## src/design/alu_pkg.sv

```systemverilog
// constants, types and command layout of the byte/word arithmetic datapath
// assumes one clock, software reaching the block over apb with 32-bit data
// Behaviour
// - add or subtract two general registers; add immediate byte to a register
// - no subtract-immediate form; such a command is refused
// - word add and subtract only between two general registers
// - byte add/subtract with carry, register or immediate source, plus carry flag
// - increment or decrement a byte register by one, written back
// - word register plus or minus one or two, written back
// - decimal adjust byte result to packed bcd from carry and half-carry flags
// - unsigned 8 by 8 multiply giving 16-bit product in destination word
// - unsigned 16 by 8 divide giving 8-bit quotient and remainder
// - compare subtracts and updates flags only, destination untouched
// - word compare only register to register; byte compare may use immediate
// - negate replaces byte register with zero minus its value
// - and, or, xor of byte register with register or immediate byte
// - not replaces byte register with its one's complement
// - arithmetic shifts of a byte register, right shift keeps sign bit
// - logical shifts of a byte register, vacated bit becomes zero
// - rotates of a byte register, leaving bit enters the other end
// - rotates through carry form a nine-bit ring with the carry flag
// - flags hold half-carry, negative, zero, overflow and carry, updated by operations

package alu_pkg;

	// ******************************
	// register map
	// ******************************
	localparam logic [7:0] OFS_CMD = 8'h00;
	localparam logic [7:0] OFS_FLAGS = 8'h04;
	localparam logic [7:0] OFS_STATUS = 8'h08;
	localparam logic [7:0] OFS_GR_BASE = 8'h20;
	localparam int GR_WORDS = 8;
	localparam logic [31:0] CMD_RESET = 32'h0000_0000;
	localparam logic [7:0] FLAGS_RESET = 8'h00;
	localparam logic [15:0] GR_RESET = 16'h0000;
	localparam int STS_BUSY = 0;
	localparam int STS_ILLEGAL = 1;
	localparam int STS_DIV_ZERO = 2;
	localparam logic [1:0] GR_RD_IDLE = 2'h0;
	localparam logic [1:0] GR_RD_FETCH = 2'h1;
	localparam logic [1:0] GR_RD_READY = 2'h2;

	// ******************************
	// arithmetic constants
	// ******************************
	localparam logic [15:0] SMALL_ONE = 16'h0001;
	localparam logic [15:0] SMALL_TWO = 16'h0002;
	localparam logic [3:0] BCD_DIGIT_MAX = 4'h9;
	localparam logic [7:0] BCD_BYTE_MAX = 8'h99;
	localparam logic [3:0] BCD_FIX = 4'h6;

	// ******************************
	// operations
	// ******************************
	typedef enum logic [4:0] {
		OP_ADD = 5'h00,
		OP_SUB = 5'h01,
		OP_ADD_WITH_CARRY = 5'h02,
		OP_SUBTRACT_WITH_BORROW = 5'h03,
		OP_INC = 5'h04,
		OP_DEC = 5'h05,
		OP_WORD_ADD_SMALL_CONSTANT = 5'h06,
		OP_WORD_SUBTRACT_SMALL_CONSTANT = 5'h07,
		OP_DECIMAL_ADJUST_AFTER_ADD = 5'h08,
		OP_DECIMAL_ADJUST_AFTER_SUBTRACT = 5'h09,
		OP_UNSIGNED_MULTIPLY = 5'h0A,
		OP_UNSIGNED_DIVIDE = 5'h0B,
		OP_CMP = 5'h0C,
		OP_NEG = 5'h0D,
		OP_AND = 5'h0E,
		OP_OR = 5'h0F,
		OP_XOR = 5'h10,
		OP_NOT = 5'h11,
		OP_ARITHMETIC_SHIFT_LEFT = 5'h12,
		OP_ARITHMETIC_SHIFT_RIGHT = 5'h13,
		OP_LOGICAL_SHIFT_LEFT = 5'h14,
		OP_LOGICAL_SHIFT_RIGHT = 5'h15,
		OP_ROTATE_LEFT = 5'h16,
		OP_ROTATE_RIGHT = 5'h17,
		OP_ROTATE_LEFT_THROUGH_CARRY = 5'h18,
		OP_ROTATE_RIGHT_THROUGH_CARRY = 5'h19
	} op_t;

	typedef enum logic [2:0] {
		ST_IDLE = 3'b001,
		ST_FETCH = 3'b010,
		ST_EXEC = 3'b100
	} state_t;

	// ******************************
	// carriers
	// ******************************
	// byte register index: bit 3 set selects the low byte of word [2:0]
	typedef struct packed {
		logic [5:0] rsvd_hi;
		logic two;
		logic use_imm;
		logic [7:0] imm;
		logic [3:0] src;
		logic [3:0] dst;
		logic word;
		logic [1:0] rsvd_lo;
		op_t op;
	} cmd_t;

	typedef struct packed {
		logic [2:0] rsvd;
		logic h;
		logic n;
		logic z;
		logic v;
		logic c;
	} flags_t;

	typedef struct packed {
		logic [15:0] res;
		logic h;
		logic n;
		logic z;
		logic v;
		logic c;
	} arith_t;

endpackage : alu_pkg

```

## src/design/byte_word_alu_ops.sv

```systemverilog
// byte/word arithmetic, logic and shift datapath with an apb register slave
// assumes an apb3 master on clk_sys; one command runs at a time
//
// Our own choices: the register offsets and the APB register port.
`timescale 1ns/1ns

module byte_word_alu_ops
	import alu_pkg::*;
(
	input wire logic clk_sys,
	input wire logic arst_n,
	input wire logic psel,
	input wire logic penable,
	input wire logic pwrite,
	input wire logic [7:0] paddr,
	input wire logic [31:0] pwdata,
	output logic [31:0] prdata,
	output logic pready,
	output logic pslverr
);

	// ******************************
	// functions
	// ******************************
	function automatic logic [7:0] sel_byte(input logic [15:0] w, input logic lo);
		sel_byte = lo ? w[7:0] : w[15:8];
	endfunction : sel_byte

	function automatic logic [15:0] put_byte(input logic [15:0] w, input logic lo, input logic [7:0] b);
		put_byte = lo ? {w[15:8], b} : {b, w[7:0]};
	endfunction : put_byte

	function automatic logic is_zero8(input logic [7:0] b);
		is_zero8 = (b == 8'h00);
	endfunction : is_zero8

	// subtraction is a plus inverted b plus inverted borrow; carry out is inverted back to a borrow
	function automatic arith_t arith(input logic [15:0] a, input logic [15:0] b, input logic cin,
		input logic sub, input logic word);
		logic [15:0] bx;
		logic cx;
		logic [16:0] s16;
		logic [8:0] s8;
		logic [4:0] s4;
		logic [12:0] s12;
		bx = sub ? ~b : b;
		cx = sub ? ~cin : cin;
		s16 = {1'b0, a} + {1'b0, bx} + {16'h0000, cx};
		s8 = {1'b0, a[7:0]} + {1'b0, bx[7:0]} + {8'h00, cx};
		s4 = {1'b0, a[3:0]} + {1'b0, bx[3:0]} + {4'h0, cx};
		s12 = {1'b0, a[11:0]} + {1'b0, bx[11:0]} + {12'h000, cx};
		arith.res = word ? s16[15:0] : {8'h00, s8[7:0]};
		arith.c = (word ? s16[16] : s8[8]) ^ sub;
		arith.h = (word ? s12[12] : s4[4]) ^ sub;
		arith.n = word ? s16[15] : s8[7];
		arith.z = word ? (s16[15:0] == 16'h0000) : is_zero8(s8[7:0]);
		arith.v = word ? ((a[15] == bx[15]) && (s16[15] != a[15])) : ((a[7] == bx[7]) && (s8[7] != a[7]));
	endfunction : arith

	// returns {carry, adjusted byte}
	function automatic logic [8:0] dec_adj(input logic [7:0] v, input logic c, input logic h, input logic sub);
		logic lo_fix;
		logic hi_fix;
		logic [7:0] adj;
		lo_fix = h | (~sub & (v[3:0] > BCD_DIGIT_MAX));
		hi_fix = c | (~sub & (v > BCD_BYTE_MAX));
		adj = {hi_fix ? BCD_FIX : 4'h0, lo_fix ? BCD_FIX : 4'h0};
		dec_adj = {hi_fix, sub ? v - adj : v + adj};
	endfunction : dec_adj

	// one-bit move; returns {overflow, carry, result}
	function automatic logic [9:0] shift1(input op_t op, input logic [7:0] v, input logic c);
		case (op)
			OP_ARITHMETIC_SHIFT_LEFT: shift1 = {v[7] ^ v[6], v[7], v[6:0], 1'b0};
			OP_LOGICAL_SHIFT_LEFT: shift1 = {1'b0, v[7], v[6:0], 1'b0};
			OP_ARITHMETIC_SHIFT_RIGHT: shift1 = {1'b0, v[0], v[7], v[7:1]};
			OP_LOGICAL_SHIFT_RIGHT: shift1 = {1'b0, v[0], 1'b0, v[7:1]};
			OP_ROTATE_LEFT: shift1 = {1'b0, v[7], v[6:0], v[7]};
			OP_ROTATE_RIGHT: shift1 = {1'b0, v[0], v[0], v[7:1]};
			OP_ROTATE_LEFT_THROUGH_CARRY: shift1 = {1'b0, v[7], v[6:0], c};
			OP_ROTATE_RIGHT_THROUGH_CARRY: shift1 = {1'b0, v[0], c, v[7:1]};
			default: shift1 = {1'b0, c, v};
		endcase
	endfunction : shift1

	function automatic logic imm_allowed(input op_t op);
		imm_allowed = (op == OP_ADD) || (op == OP_ADD_WITH_CARRY) || (op == OP_SUBTRACT_WITH_BORROW)
			|| (op == OP_CMP) || (op == OP_AND) || (op == OP_OR) || (op == OP_XOR);
	endfunction : imm_allowed

	function automatic logic cmd_illegal(input cmd_t c);
		cmd_illegal = (c.op > OP_ROTATE_RIGHT_THROUGH_CARRY) || (c.use_imm && !imm_allowed(c.op))
			|| (c.use_imm && c.word);
	endfunction : cmd_illegal

	// ******************************
	// state
	// ******************************
	state_t state_ff;
	state_t nxt_state;
	cmd_t cmd_ff;
	flags_t flags_ff;
	flags_t nxt_flags;
	logic illegal_ff;
	logic div_zero_ff;
	logic [1:0] gr_rd_ff;
	logic [31:0] prdata_ff;

	logic [15:0] rd_data_a;
	logic [15:0] rd_data_b;
	logic mem_wr_en;
	logic [15:0] res_word;
	logic res_wr;
	logic div_zero_now;

	// ******************************
	// apb decode
	// ******************************
	wire logic idle = (state_ff == ST_IDLE);
	wire logic exec = (state_ff == ST_EXEC);
	wire logic setup = psel & ~penable;
	wire logic access = psel & penable;
	wire logic hit_cmd = (paddr == OFS_CMD);
	wire logic hit_flags = (paddr == OFS_FLAGS);
	wire logic hit_status = (paddr == OFS_STATUS);
	wire logic hit_gr = (paddr[7:5] == OFS_GR_BASE[7:5]) && (paddr[1:0] == 2'h0);
	wire logic mapped = hit_cmd | hit_flags | hit_status | hit_gr;
	wire logic gr_read = hit_gr & ~pwrite;
	wire logic needs_idle = pwrite & (hit_cmd | hit_flags | hit_gr);
	wire logic done = access & pready;
	wire logic wr_ok = done & pwrite;
	wire cmd_t new_cmd = cmd_t'(pwdata);
	wire logic start = wr_ok & hit_cmd & ~cmd_illegal(new_cmd);
	wire logic [31:0] status_word = {29'h0000_0000, div_zero_ff, illegal_ff, ~idle};
	wire logic [31:0] rd_mux = hit_cmd ? cmd_ff :
		hit_flags ? {24'h00_0000, flags_ff} :
		hit_status ? status_word : 32'h0000_0000;

	// gr reads wait for the registered memory port; command, flags and gr writes wait out a running command
	assign pready = gr_read ? (gr_rd_ff == GR_RD_READY) : (~needs_idle | idle);
	assign pslverr = done & ~mapped;
	assign prdata = prdata_ff;

	always_ff @(posedge clk_sys or negedge arst_n) begin
		if (!arst_n) begin
			gr_rd_ff <= GR_RD_IDLE;
		end else begin
			case (gr_rd_ff)
				GR_RD_IDLE: gr_rd_ff <= (access & gr_read & idle) ? GR_RD_FETCH : GR_RD_IDLE;
				GR_RD_FETCH: gr_rd_ff <= GR_RD_READY;
				default: gr_rd_ff <= access ? GR_RD_IDLE : gr_rd_ff;
			endcase
		end
	end

	// control registers are latched in setup so their reads complete with no wait state
	always_ff @(posedge clk_sys or negedge arst_n) begin
		if (!arst_n) begin
			prdata_ff <= 32'h0000_0000;
		end else if (gr_rd_ff == GR_RD_FETCH) begin
			prdata_ff <= {16'h0000, rd_data_a};
		end else if (setup) begin
			prdata_ff <= rd_mux;
		end
	end

	// ******************************
	// command, status and flags
	// ******************************
	// an illegal command is kept for read-back but never started
	always_ff @(posedge clk_sys or negedge arst_n) begin
		if (!arst_n) begin
			cmd_ff <= cmd_t'(CMD_RESET);
			illegal_ff <= 1'b0;
		end else if (wr_ok & hit_cmd) begin
			cmd_ff <= new_cmd;
			illegal_ff <= cmd_illegal(new_cmd);
		end
	end

	// status bits 1 and 2 report the last command and clear on the next command write
	always_ff @(posedge clk_sys or negedge arst_n) begin
		if (!arst_n) begin
			div_zero_ff <= 1'b0;
		end else if (exec) begin
			div_zero_ff <= div_zero_now;
		end else if (wr_ok & hit_cmd) begin
			div_zero_ff <= 1'b0;
		end
	end

	// software writes land only while idle, so they never meet an execute cycle
	always_ff @(posedge clk_sys or negedge arst_n) begin
		if (!arst_n) begin
			flags_ff <= flags_t'(FLAGS_RESET);
		end else if (exec) begin
			flags_ff <= nxt_flags;
		end else if (wr_ok & hit_flags) begin
			flags_ff <= flags_t'({3'h0, pwdata[4:0]});
		end
	end

	// ******************************
	// sequencer
	// ******************************
	// fetch lets the registered read ports settle on the command's operands
	always_comb begin
		case (state_ff)
			ST_IDLE: nxt_state = start ? ST_FETCH : ST_IDLE;
			ST_FETCH: nxt_state = ST_EXEC;
			ST_EXEC: nxt_state = ST_IDLE;
			default: nxt_state = ST_IDLE;
		endcase
	end

	always_ff @(posedge clk_sys or negedge arst_n) begin
		if (!arst_n) begin
			state_ff <= ST_IDLE;
		end else begin
			state_ff <= nxt_state;
		end
	end

	// ******************************
	// general registers
	// ******************************
	// the bus owns the write port and read port a while idle; a running command owns them from fetch to execute; read port b always follows the command's source
	assign mem_wr_en = (exec & res_wr) | (wr_ok & hit_gr);
	wire logic [2:0] mem_addr = idle ? paddr[4:2] : cmd_ff.dst[2:0];
	wire logic [15:0] mem_wr_data = idle ? pwdata[15:0] : res_word;
	wire logic [2:0] mem_src_addr = cmd_ff.src[2:0];

	gr_mem u_gr_mem (
		.clk_sys(clk_sys),
		.arst_n(arst_n),
		.wr_en(mem_wr_en),
		.wr_addr(mem_addr),
		.wr_data(mem_wr_data),
		.rd_addr_a(mem_addr),
		.rd_addr_b(mem_src_addr),
		.rd_data_a(rd_data_a),
		.rd_data_b(rd_data_b)
	);

	// ******************************
	// operand selection
	// ******************************
	wire op_t op = cmd_ff.op;
	wire logic dst_lo = cmd_ff.dst[3];
	wire logic [7:0] dst_b = sel_byte(rd_data_a, dst_lo);
	wire logic [7:0] src_b = cmd_ff.use_imm ? cmd_ff.imm : sel_byte(rd_data_b, cmd_ff.src[3]);
	wire logic small_op = (op == OP_WORD_ADD_SMALL_CONSTANT) || (op == OP_WORD_SUBTRACT_SMALL_CONSTANT);
	wire logic step_op = (op == OP_INC) || (op == OP_DEC);
	// the word bit counts only for add, subtract and compare; small constants are always word
	wire logic word_op = (cmd_ff.word && ((op == OP_ADD) || (op == OP_SUB) || (op == OP_CMP))) || small_op;
	wire logic ar_sub = (op == OP_SUB) || (op == OP_SUBTRACT_WITH_BORROW) || (op == OP_DEC)
		|| (op == OP_WORD_SUBTRACT_SMALL_CONSTANT) || (op == OP_CMP) || (op == OP_NEG);
	wire logic ar_cin = ((op == OP_ADD_WITH_CARRY) || (op == OP_SUBTRACT_WITH_BORROW)) & flags_ff.c;
	wire logic [15:0] ar_a = (op == OP_NEG) ? 16'h0000 : (word_op ? rd_data_a : {8'h00, dst_b});
	wire logic [15:0] ar_b = step_op ? SMALL_ONE :
		small_op ? (cmd_ff.two ? SMALL_TWO : SMALL_ONE) :
		(op == OP_NEG) ? {8'h00, dst_b} :
		word_op ? rd_data_b : {8'h00, src_b};
	wire arith_t ar = arith(ar_a, ar_b, ar_cin, ar_sub, word_op);
	wire logic [8:0] da = dec_adj(dst_b, flags_ff.c, flags_ff.h, op == OP_DECIMAL_ADJUST_AFTER_SUBTRACT);
	wire logic [9:0] sh = shift1(op, dst_b, flags_ff.c);
	wire logic [15:0] product = {8'h00, rd_data_a[7:0]} * {8'h00, src_b};
	wire logic divisor_zero = is_zero8(src_b);
	// a quotient wider than eight bits keeps only its low byte
	wire logic [15:0] quotient = divisor_zero ? 16'h0000 : rd_data_a / {8'h00, src_b};
	wire logic [15:0] remainder = divisor_zero ? 16'h0000 : rd_data_a % {8'h00, src_b};
	wire logic [7:0] logic_res = (op == OP_AND) ? (dst_b & src_b) :
		(op == OP_OR) ? (dst_b | src_b) :
		(op == OP_XOR) ? (dst_b ^ src_b) : ~dst_b;

	// ******************************
	// result and flags
	// ******************************
	always_comb begin
		res_word = rd_data_a;
		res_wr = 1'b0;
		nxt_flags = flags_ff;
		div_zero_now = 1'b0;
		case (op)
			OP_ADD, OP_SUB, OP_ADD_WITH_CARRY, OP_SUBTRACT_WITH_BORROW, OP_CMP, OP_NEG: begin
				res_word = word_op ? ar.res : put_byte(rd_data_a, dst_lo, ar.res[7:0]);
				res_wr = (op != OP_CMP);
				nxt_flags.h = ar.h;
				nxt_flags.n = ar.n;
				nxt_flags.z = ar.z;
				nxt_flags.v = ar.v;
				nxt_flags.c = ar.c;
			end
			OP_INC, OP_DEC: begin
				res_word = put_byte(rd_data_a, dst_lo, ar.res[7:0]);
				res_wr = 1'b1;
				nxt_flags.n = ar.n;
				nxt_flags.z = ar.z;
				nxt_flags.v = ar.v;
			end
			OP_WORD_ADD_SMALL_CONSTANT, OP_WORD_SUBTRACT_SMALL_CONSTANT: begin
				res_word = ar.res;
				res_wr = 1'b1;
			end
			OP_DECIMAL_ADJUST_AFTER_ADD, OP_DECIMAL_ADJUST_AFTER_SUBTRACT: begin
				res_word = put_byte(rd_data_a, dst_lo, da[7:0]);
				res_wr = 1'b1;
				nxt_flags.n = da[7];
				nxt_flags.z = is_zero8(da[7:0]);
				nxt_flags.c = da[8];
			end
			OP_UNSIGNED_MULTIPLY: begin
				res_word = product;
				res_wr = 1'b1;
			end
			// a zero divisor leaves the destination untouched and raises the status bit
			OP_UNSIGNED_DIVIDE: begin
				res_word = {remainder[7:0], quotient[7:0]};
				res_wr = ~divisor_zero;
				div_zero_now = divisor_zero;
				nxt_flags.n = src_b[7];
				nxt_flags.z = divisor_zero;
			end
			OP_AND, OP_OR, OP_XOR, OP_NOT: begin
				res_word = put_byte(rd_data_a, dst_lo, logic_res);
				res_wr = 1'b1;
				nxt_flags.n = logic_res[7];
				nxt_flags.z = is_zero8(logic_res);
				nxt_flags.v = 1'b0;
			end
			OP_ARITHMETIC_SHIFT_LEFT, OP_ARITHMETIC_SHIFT_RIGHT, OP_LOGICAL_SHIFT_LEFT, OP_LOGICAL_SHIFT_RIGHT,
			OP_ROTATE_LEFT, OP_ROTATE_RIGHT, OP_ROTATE_LEFT_THROUGH_CARRY, OP_ROTATE_RIGHT_THROUGH_CARRY: begin
				res_word = put_byte(rd_data_a, dst_lo, sh[7:0]);
				res_wr = 1'b1;
				nxt_flags.n = sh[7];
				nxt_flags.z = is_zero8(sh[7:0]);
				nxt_flags.v = sh[9];
				nxt_flags.c = sh[8];
			end
			default: begin
				res_wr = 1'b0;
			end
		endcase
	end

endmodule : byte_word_alu_ops

```

## src/design/gr_mem.sv

```systemverilog
// eight 16-bit general registers, one write port and two registered read ports
// assumes writer and readers share clk_sys; read data lag the address by one edge
`timescale 1ns/1ns

module gr_mem
	import alu_pkg::*;
(
	input wire logic clk_sys,
	input wire logic arst_n,
	input wire logic wr_en,
	input wire logic [2:0] wr_addr,
	input wire logic [15:0] wr_data,
	input wire logic [2:0] rd_addr_a,
	input wire logic [2:0] rd_addr_b,
	output logic [15:0] rd_data_a,
	output logic [15:0] rd_data_b
);

	logic [15:0] mem_ff [GR_WORDS];

	always_ff @(posedge clk_sys or negedge arst_n) begin
		if (!arst_n) begin
			for (int i = 0; i < GR_WORDS; i++) begin
				mem_ff[i] <= GR_RESET;
			end
		end else if (wr_en) begin
			mem_ff[wr_addr] <= wr_data;
		end
	end

	always_ff @(posedge clk_sys or negedge arst_n) begin
		if (!arst_n) begin
			rd_data_a <= GR_RESET;
			rd_data_b <= GR_RESET;
		end else begin
			rd_data_a <= mem_ff[rd_addr_a];
			rd_data_b <= mem_ff[rd_addr_b];
		end
	end

endmodule : gr_mem

```

## config.mk

```make
export PLATFORM = sky130hd
export DESIGN_NAME = byte_word_alu_ops
export DESIGN_NICKNAME = d
export VERILOG_FILES = /design/src/design/alu_pkg.sv /design/src/design/byte_word_alu_ops.sv /design/src/design/gr_mem.sv
export SDC_FILE = /design/constraint.sdc
export NUM_CORES = 1
export LEC_CHECK = 0
export BUFFER_PORTS_ARGS = -buffer_cell sky130_fd_sc_hd__buf_2
export CAP_MARGIN = 10
export CORE_UTILIZATION = 35
export DETAILED_ROUTE_END_ITERATION = 10
export HOLD_SLACK_MARGIN = 0.1
export PLACE_DENSITY_LB_ADDON = 0.2
export SYNTH_ARGS = -nofsm -noshare
export SYNTH_HDL_FRONTEND = slang
export SYNTH_SLANG_ARGS = --single-unit
```

## constraint.sdc

```tcl
create_clock -name clk_sys -period 44.8 [get_ports clk_sys]
set_input_delay 4.48 -clock clk_sys [delete_from_list [all_inputs] [get_ports clk_sys]]
set_output_delay 4.48 -clock clk_sys [all_outputs]
set_load 0.02 [all_outputs]
```

==> Word-level counts from Yosys, hierarchy flattened <==
Index checks and enable logic that the tools add are counted.
{ "op_classes": {"bitwise": 44, "n_shift": 0, "n_lt_le_gt_ge": 6, "reduce_logical": 54, "n_eq_ne": 49, "div_mod_pow": 2, "mux": 65, "mul": 1, "addsub": 10} }
{ "op_table": {"columns": ["operator", "n"], "rows": [
  ["$mux W16", 19],
  ["$bwmux W128", 1],
  ["$pmux W16 S8", 1],
  ["$bmux W16 S3", 2],
  ["$mux W32", 3],
  ["$pmux W10 S8", 1],
  ["$mux W8", 9],
  ["$eq A5 B4 Y1 const B", 11],
  ["$eq A5 B5 Y1 const B", 11],
  ["$demux W16 S3", 1],
  ["$logic_not A8 Y1", 6],
  ["$eq A5 B2 Y1 const B", 4],
  ["$eq A5 B3 Y1 const B", 4],
  ["$logic_or A1 B1 Y1", 19],
  ["$reduce_or A19 Y1", 1],
  ["$add A16 B16 Y17", 1],
  ["$add A17 B1 Y17", 1],
  ["$and A1 B1 Y1", 17],
  ["$div A16 B8 Y16", 1],
  ["$logic_not A16 Y1", 1],
  ["$mod A16 B8 Y16", 1],
  ["$mul A8 B8 Y16", 1],
  ["$not A16 Y16", 1],
  ["$reduce_or A8 Y1", 2],
  ["other kinds (56)", 112]
]} }
{ "word_totals": {"ff_bits": 236, "mem_bits_rw": 0, "rom_bits": 0, "latch_bits": 0, "n_memories": 0, "inputBits": 45, "elab_cells": 260} }

==> Logic depth before layout (Yosys ltp) <==
{ "logic_depth": {"ltp_word": 19, "depth_mapped": 166} }

==> Hierarchy <==
Synthesis repeated with hierarchy kept, for this count alone.
{ "hier_totals": {"cells_unflattened": 2466, "hier_area_um2": 23167.2} }
{ "by_module_without_submodules": {"columns": ["module", "seq_area_each_um2", "area_per_inst_um2", "cells_per_inst", "instances"], "rows": [
  ["byte_word_alu_ops", 1903.1, 15366.0, 2041, 1],
  ["gr_mem", 4003.8, 7801.2, 425, 1]
]} }

==> Worst setup path before layout <==
No wires, ideal clock.
{ "synth_timing": {"path_type": "reg2reg", "from": "register cmd_ff[24] (netlist bit)", "to": "register u_gr_mem.mem_ff[25] (netlist bit)", "arrival_time_ns": 30.881, "required_ns": 44.668, "path_buffers": 8, "setup_time_ns": 0.132, "setup_slack_ns": 13.786, "path_stages_with_launch": 150, "period_less_slack_ns": 31.014, "path_cell_list": "dfrtp_1 -> buf_4 -> buf_4 -> nand2_1 -> o21a_1 -> ha_1 -> a41o_1 -> a21oi_1 -> a21oi_1 -> ha_1 -> o21a_1 -> or4b_1 -> nor4_2 -> a211oi_1 -> o21bai_1 -> ha_1 -> or4b_2 -> a41oi_1 -> (+114 left out) -> a21o_1 -> a21o_1 -> nor3_4 -> nand2_4 -> mux2_2 -> ha_1 -> nor2b_1 -> o21ai_0 -> nand2b_1 -> a21o_1 -> a21oi_1 -> o21ai_0 -> a21o_1 -> a21o_1 -> a221oi_1 -> o311ai_4 -> a22oi_4 -> a21oi_2"} }
{ "synth_via": {"elab_chain_cells": 15, "word_cells_on_any_way": 32, "cone_classes": "4 x add/sub; 1 x mul; 1 x div; 18 x mux; 7 x bitwise; 1 x reduce/logical"} }
{ "synth_lines": {"columns": ["element", "line", "rtl"], "rows": [
  ["start: declaration", "byte_word_alu_ops.sv:101", "cmd_t cmd_ff;"],
  ["start signal: assignment", "byte_word_alu_ops.sv:173", "cmd_ff <= cmd_t'(CMD_RESET);"],
  ["start signal: assignment", "byte_word_alu_ops.sv:176", "cmd_ff <= new_cmd;"],
  ["$mux W8 (*)", "byte_word_alu_ops.sv:251", "wire logic [7:0] src_b = cmd_ff.use_imm ? cmd_ff.imm : sel_byte(rd_data_b, cmd_ff.src[3]);"],
  ["parallel branches: the longest is 14 deep, another holds $mod A16 B8 Y16", null, null],
  ["end signal: indexed assignment", "gr_mem.sv:27", "mem_ff[wr_addr] <= wr_data;"],
  ["end: declaration", "gr_mem.sv:19", "logic [15:0] mem_ff [GR_WORDS];"]
]} }
Mark *: on every way between the ends.
A chain may end at the register's enable or synchronous reset.

==> Worst setup path in the final report <==
Same ends and word-level chain as after synthesis.

==> results.sh <==
export IMPL_synth_top_area_share_pct=26.14
export IMPL_cts_root_buf="clkbuf_16"
export IMPL_netlist_instances=2651
export IMPL_synth_edf_count=0
export IMPL_syn2layout_area_growth_pct=9.551
export IMPL_drcViolationCount=0
export IMPL_ctsLongestPathBuffers=3
export IMPL_synth_common_cells="nand2_1, nor2_1, dfrtp_1"
export IMPL_holdPathStages=1
export IMPL_fillers=6438
export IMPL_track_usage_pct=24.98
export IMPL_yosysSeqAreaShare_pct=26.26
export IMPL_finClkSkew_ns=0.02673
export IMPL_endpoint_kind="flop"
export IMPL_r2r_end="u_gr_mem.mem_ff[25]$_DFFE_PN0P_"
export IMPL_synth_most_common_cell="nand2_1"
export IMPL_cp_required_ns=45.23
export IMPL_gr_total_overflow=0
export IMPL_wl_mm=83.05
export IMPL_finalHoldViolCount=0
export IMPL_ys_ff_latch=236
export IMPL_hold_start="cmd_ff[27]$_DFFE_PN0P_"
export IMPL_fin_nets=2930
export IMPL_vias=21140
export IMPL_clkTransAtPathRegs_ns=0.06
export IMPL_cap_violations=0
export IMPL_hold_buffers=0
export IMPL_crit_family="compound AO/OA/AOI/OAI gates"
export IMPL_fmax_mhz=28.01
export IMPL_min_to="prdata[27]$_DFFE_PN0P_"
export IMPL_drv_slew=0
export IMPL_ys_types=110
export IMPL_max_slew_margin_pct=17.54
export IMPL_cts_tree="yes"
export IMPL_slowest_stage="dfrtp_1"
export IMPL_synthesis_nets=2917
export IMPL_clkLatencyLatePin_ns=0.56
export IMPL_grt_pass1_wl_mm=127.9
export IMPL_grt_max_degree=89
export IMPL_cts_max_level=1
export IMPL_drive_gt1_share_pct=14.09
export IMPL_syn_avg_cell_area_um2=8.485
export IMPL_die_w_um=255.5
export IMPL_die_y_um=255.5
export IMPL_synth_top_area_cell="dfrtp_1"
export IMPL_slowest_delay_ns=0.83
export IMPL_drtPass1Iterations=6
export IMPL_clock_sinks=236
export IMPL_synth_area_leaders="dfrtp_1, ha_1, nand2_1, nor2_1, a21oi_1"
export IMPL_crit_buf_inv=5
export IMPL_start_kind="flop"
export IMPL_cts_buffers_inserted=25
export IMPL_viasPerCell=5.989
export IMPL_dpl_hpwl_mm=60.85
export IMPL_setup_tns_ns=0
export IMPL_io_pin_count=79
export IMPL_cts_resized_gates=0
export IMPL_antenna_found_initial=2
export IMPL_hold_class="reg2reg"
export IMPL_worst_ep_arrival_time_ns=36.14
export IMPL_regToRegSetupSlack_ns=9.09
export IMPL_gp_congestion=0.9353
export IMPL_antenna_left=0
export IMPL_finalCriticalPeriod_ns=35.71
export IMPL_synthFlopType="dfrtp_1"
export IMPL_post_cts_setup_buffers=0
export IMPL_core_um2=63310
export IMPL_worstRegToRegCells=145
export IMPL_worst_pin_slew_ns=1.206
export IMPL_post_drt_wl_per_cell_um=23.53
export IMPL_post_route_period_util_pct=79.70
export IMPL_dieArea_um2=65290
export IMPL_grt_pass1_vias=20560
export IMPL_reg2reg_from="cmd_ff[24]$_DFFE_PN0P_"
export IMPL_drtIter0Drc=2120
export IMPL_ys_async_sr_fraction_pct=100.0
export IMPL_crit_type="reg2reg"
export IMPL_critPathMaxFanout=20
export IMPL_num_rows=92
export IMPL_finalSetupViolations=0
export IMPL_synth_area_um2=22490
export IMPL_ys_warn_count=0
export IMPL_path_common_cell="o21a_1"
export IMPL_run_status="completed"
export IMPL_rsz0062_at_grt="false"
export IMPL_start_util_pct=35.53
export IMPL_port_buffers=78
==> worst max path at each step <==
stage | startpoint | endpoint | slack [ns] | cells past startpoint
2_1_floorplan | cmd_ff[24]$_DFFE_PN0P_ | u_gr_mem.mem_ff[25]$_DFFE_PN0P_ | 13.79 | 149
3_5_place_dp | cmd_ff[15]$_DFFE_PN0P_ | u_gr_mem.mem_ff[25]$_DFFE_PN0P_ | 9.45 | 146
4_1_cts | cmd_ff[15]$_DFFE_PN0P_ | u_gr_mem.mem_ff[25]$_DFFE_PN0P_ | 9.41 | 146
5_1_grt | cmd_ff[24]$_DFFE_PN0P_ | u_gr_mem.mem_ff[9]$_DFFE_PN0P_ | 6.34 | 145
3_3_place_gp | cmd_ff[24]$_DFFE_PN0P_ | u_gr_mem.mem_ff[25]$_DFFE_PN0P_ | 10.93 | 145
6_report | cmd_ff[24]$_DFFE_PN0P_ | u_gr_mem.mem_ff[25]$_DFFE_PN0P_ | 9.09 | 145
==> layout make-up <==
cell class / instances / area [µm²] / area share [%]
Tap cell: 846 / 1059 / 4.296
Multi-Input combinational cell: 2138 / 15520 / 62.99
Clock inverter: 4 / 63.81 / 0.2589
Antenna cell: 2 / 5.005 / 0.02031
Timing Repair Buffer: 140 / 865.8 / 3.514
Clock buffer: 41 / 755.7 / 3.067
Inverter: 123 / 464.2 / 1.884
Sequential cell: 236 / 5908 / 23.98
==> metrics by stage <==
stage	area, µm²	cells	setup WS [ns]	hold slack [ns]	utilization [%]
floorplan	22490	2651	13.79	0.4493	-
global placement	23800	3481	10.93	0.4623	37.60
detailed placement	23800	3481	9.449	0.4748	37.60
CTS	24620	3526	9.413	0.4909	38.89
global route	24640	3528	6.336	0.5223	38.92
finish	24640	3530	9.095	0.4906	38.92
==> registers in the layout, summed over array words and instances (netlist names) <==
signal	cells
cmd_ff	27
div_zero_ff	1
flags_ff	5
gr_rd_ff	2
illegal_ff	1
op	5
prdata	32
state_ff	3
u_gr_mem.mem_ff	128
u_gr_mem.rd_data_a	16
u_gr_mem.rd_data_b	16
==> cells by family (layout without fill, tap and decap cells) <==
group | count (synthesis) | count (layout) | synth area share, %
AOI/OAI and AO/OA | 842 | 842 | 25.52
and+or+nand+nor | 837 | 837 | 17.25
buffers and inverters | 277 | 308 | 4.834
DFF | 236 | 236 | 26.26
adders and majority gates | 221 | 221 | 13.59
muxes | 151 | 151 | 9.122
xor gates and xnor gates | 87 | 87 | 3.421
other | 0 | 2 | 0
==> worst reg2reg max path: cells and delay by family, from the launching register on <==
kind,cells,cell delay [ns]
adders and majority gates,15,4.84
DFF,1,0.83
AOI/OAI and AO/OA,87,18.62
muxes,4,1.20
buffers and inverters,5,1.12
and+or+nand+nor,34,8.98
==> metal layers <==
metal | GRT usage (%) | vias to the layer above | part of all wire [%]
met3 | 3.397 | 134 | 7.0
met4 | 6.870 | 2 | 2.4
li1 | - | 9719 | -
met5 | 0 | - | 0.016
met1 | 35.46 | 10470 | 45
met2 | 39.58 | 813 | 45
==> cells in the final DEF, fill, tap and decap left out, types with 44 or more instances in the layout <==
master,netlist,layout
nor2_1,240,240
a21oi_1,177,175
a22oi_1,47,47
o21a_1,57,57
and2_1,43,44
buf_2,3,77
dfrtp_1,235,234
ha_1,182,182
a21o_1,44,44
xnor2_1,50,50
inv_1,113,113
nor3_1,77,77
mux2_2,76,76
nand2_1,293,293
buf_4,7,61
o21ai_0,168,168
Power is not shown: default switching activity piles up to over one toggle a cycle in this logic, so the estimate is an artifact.
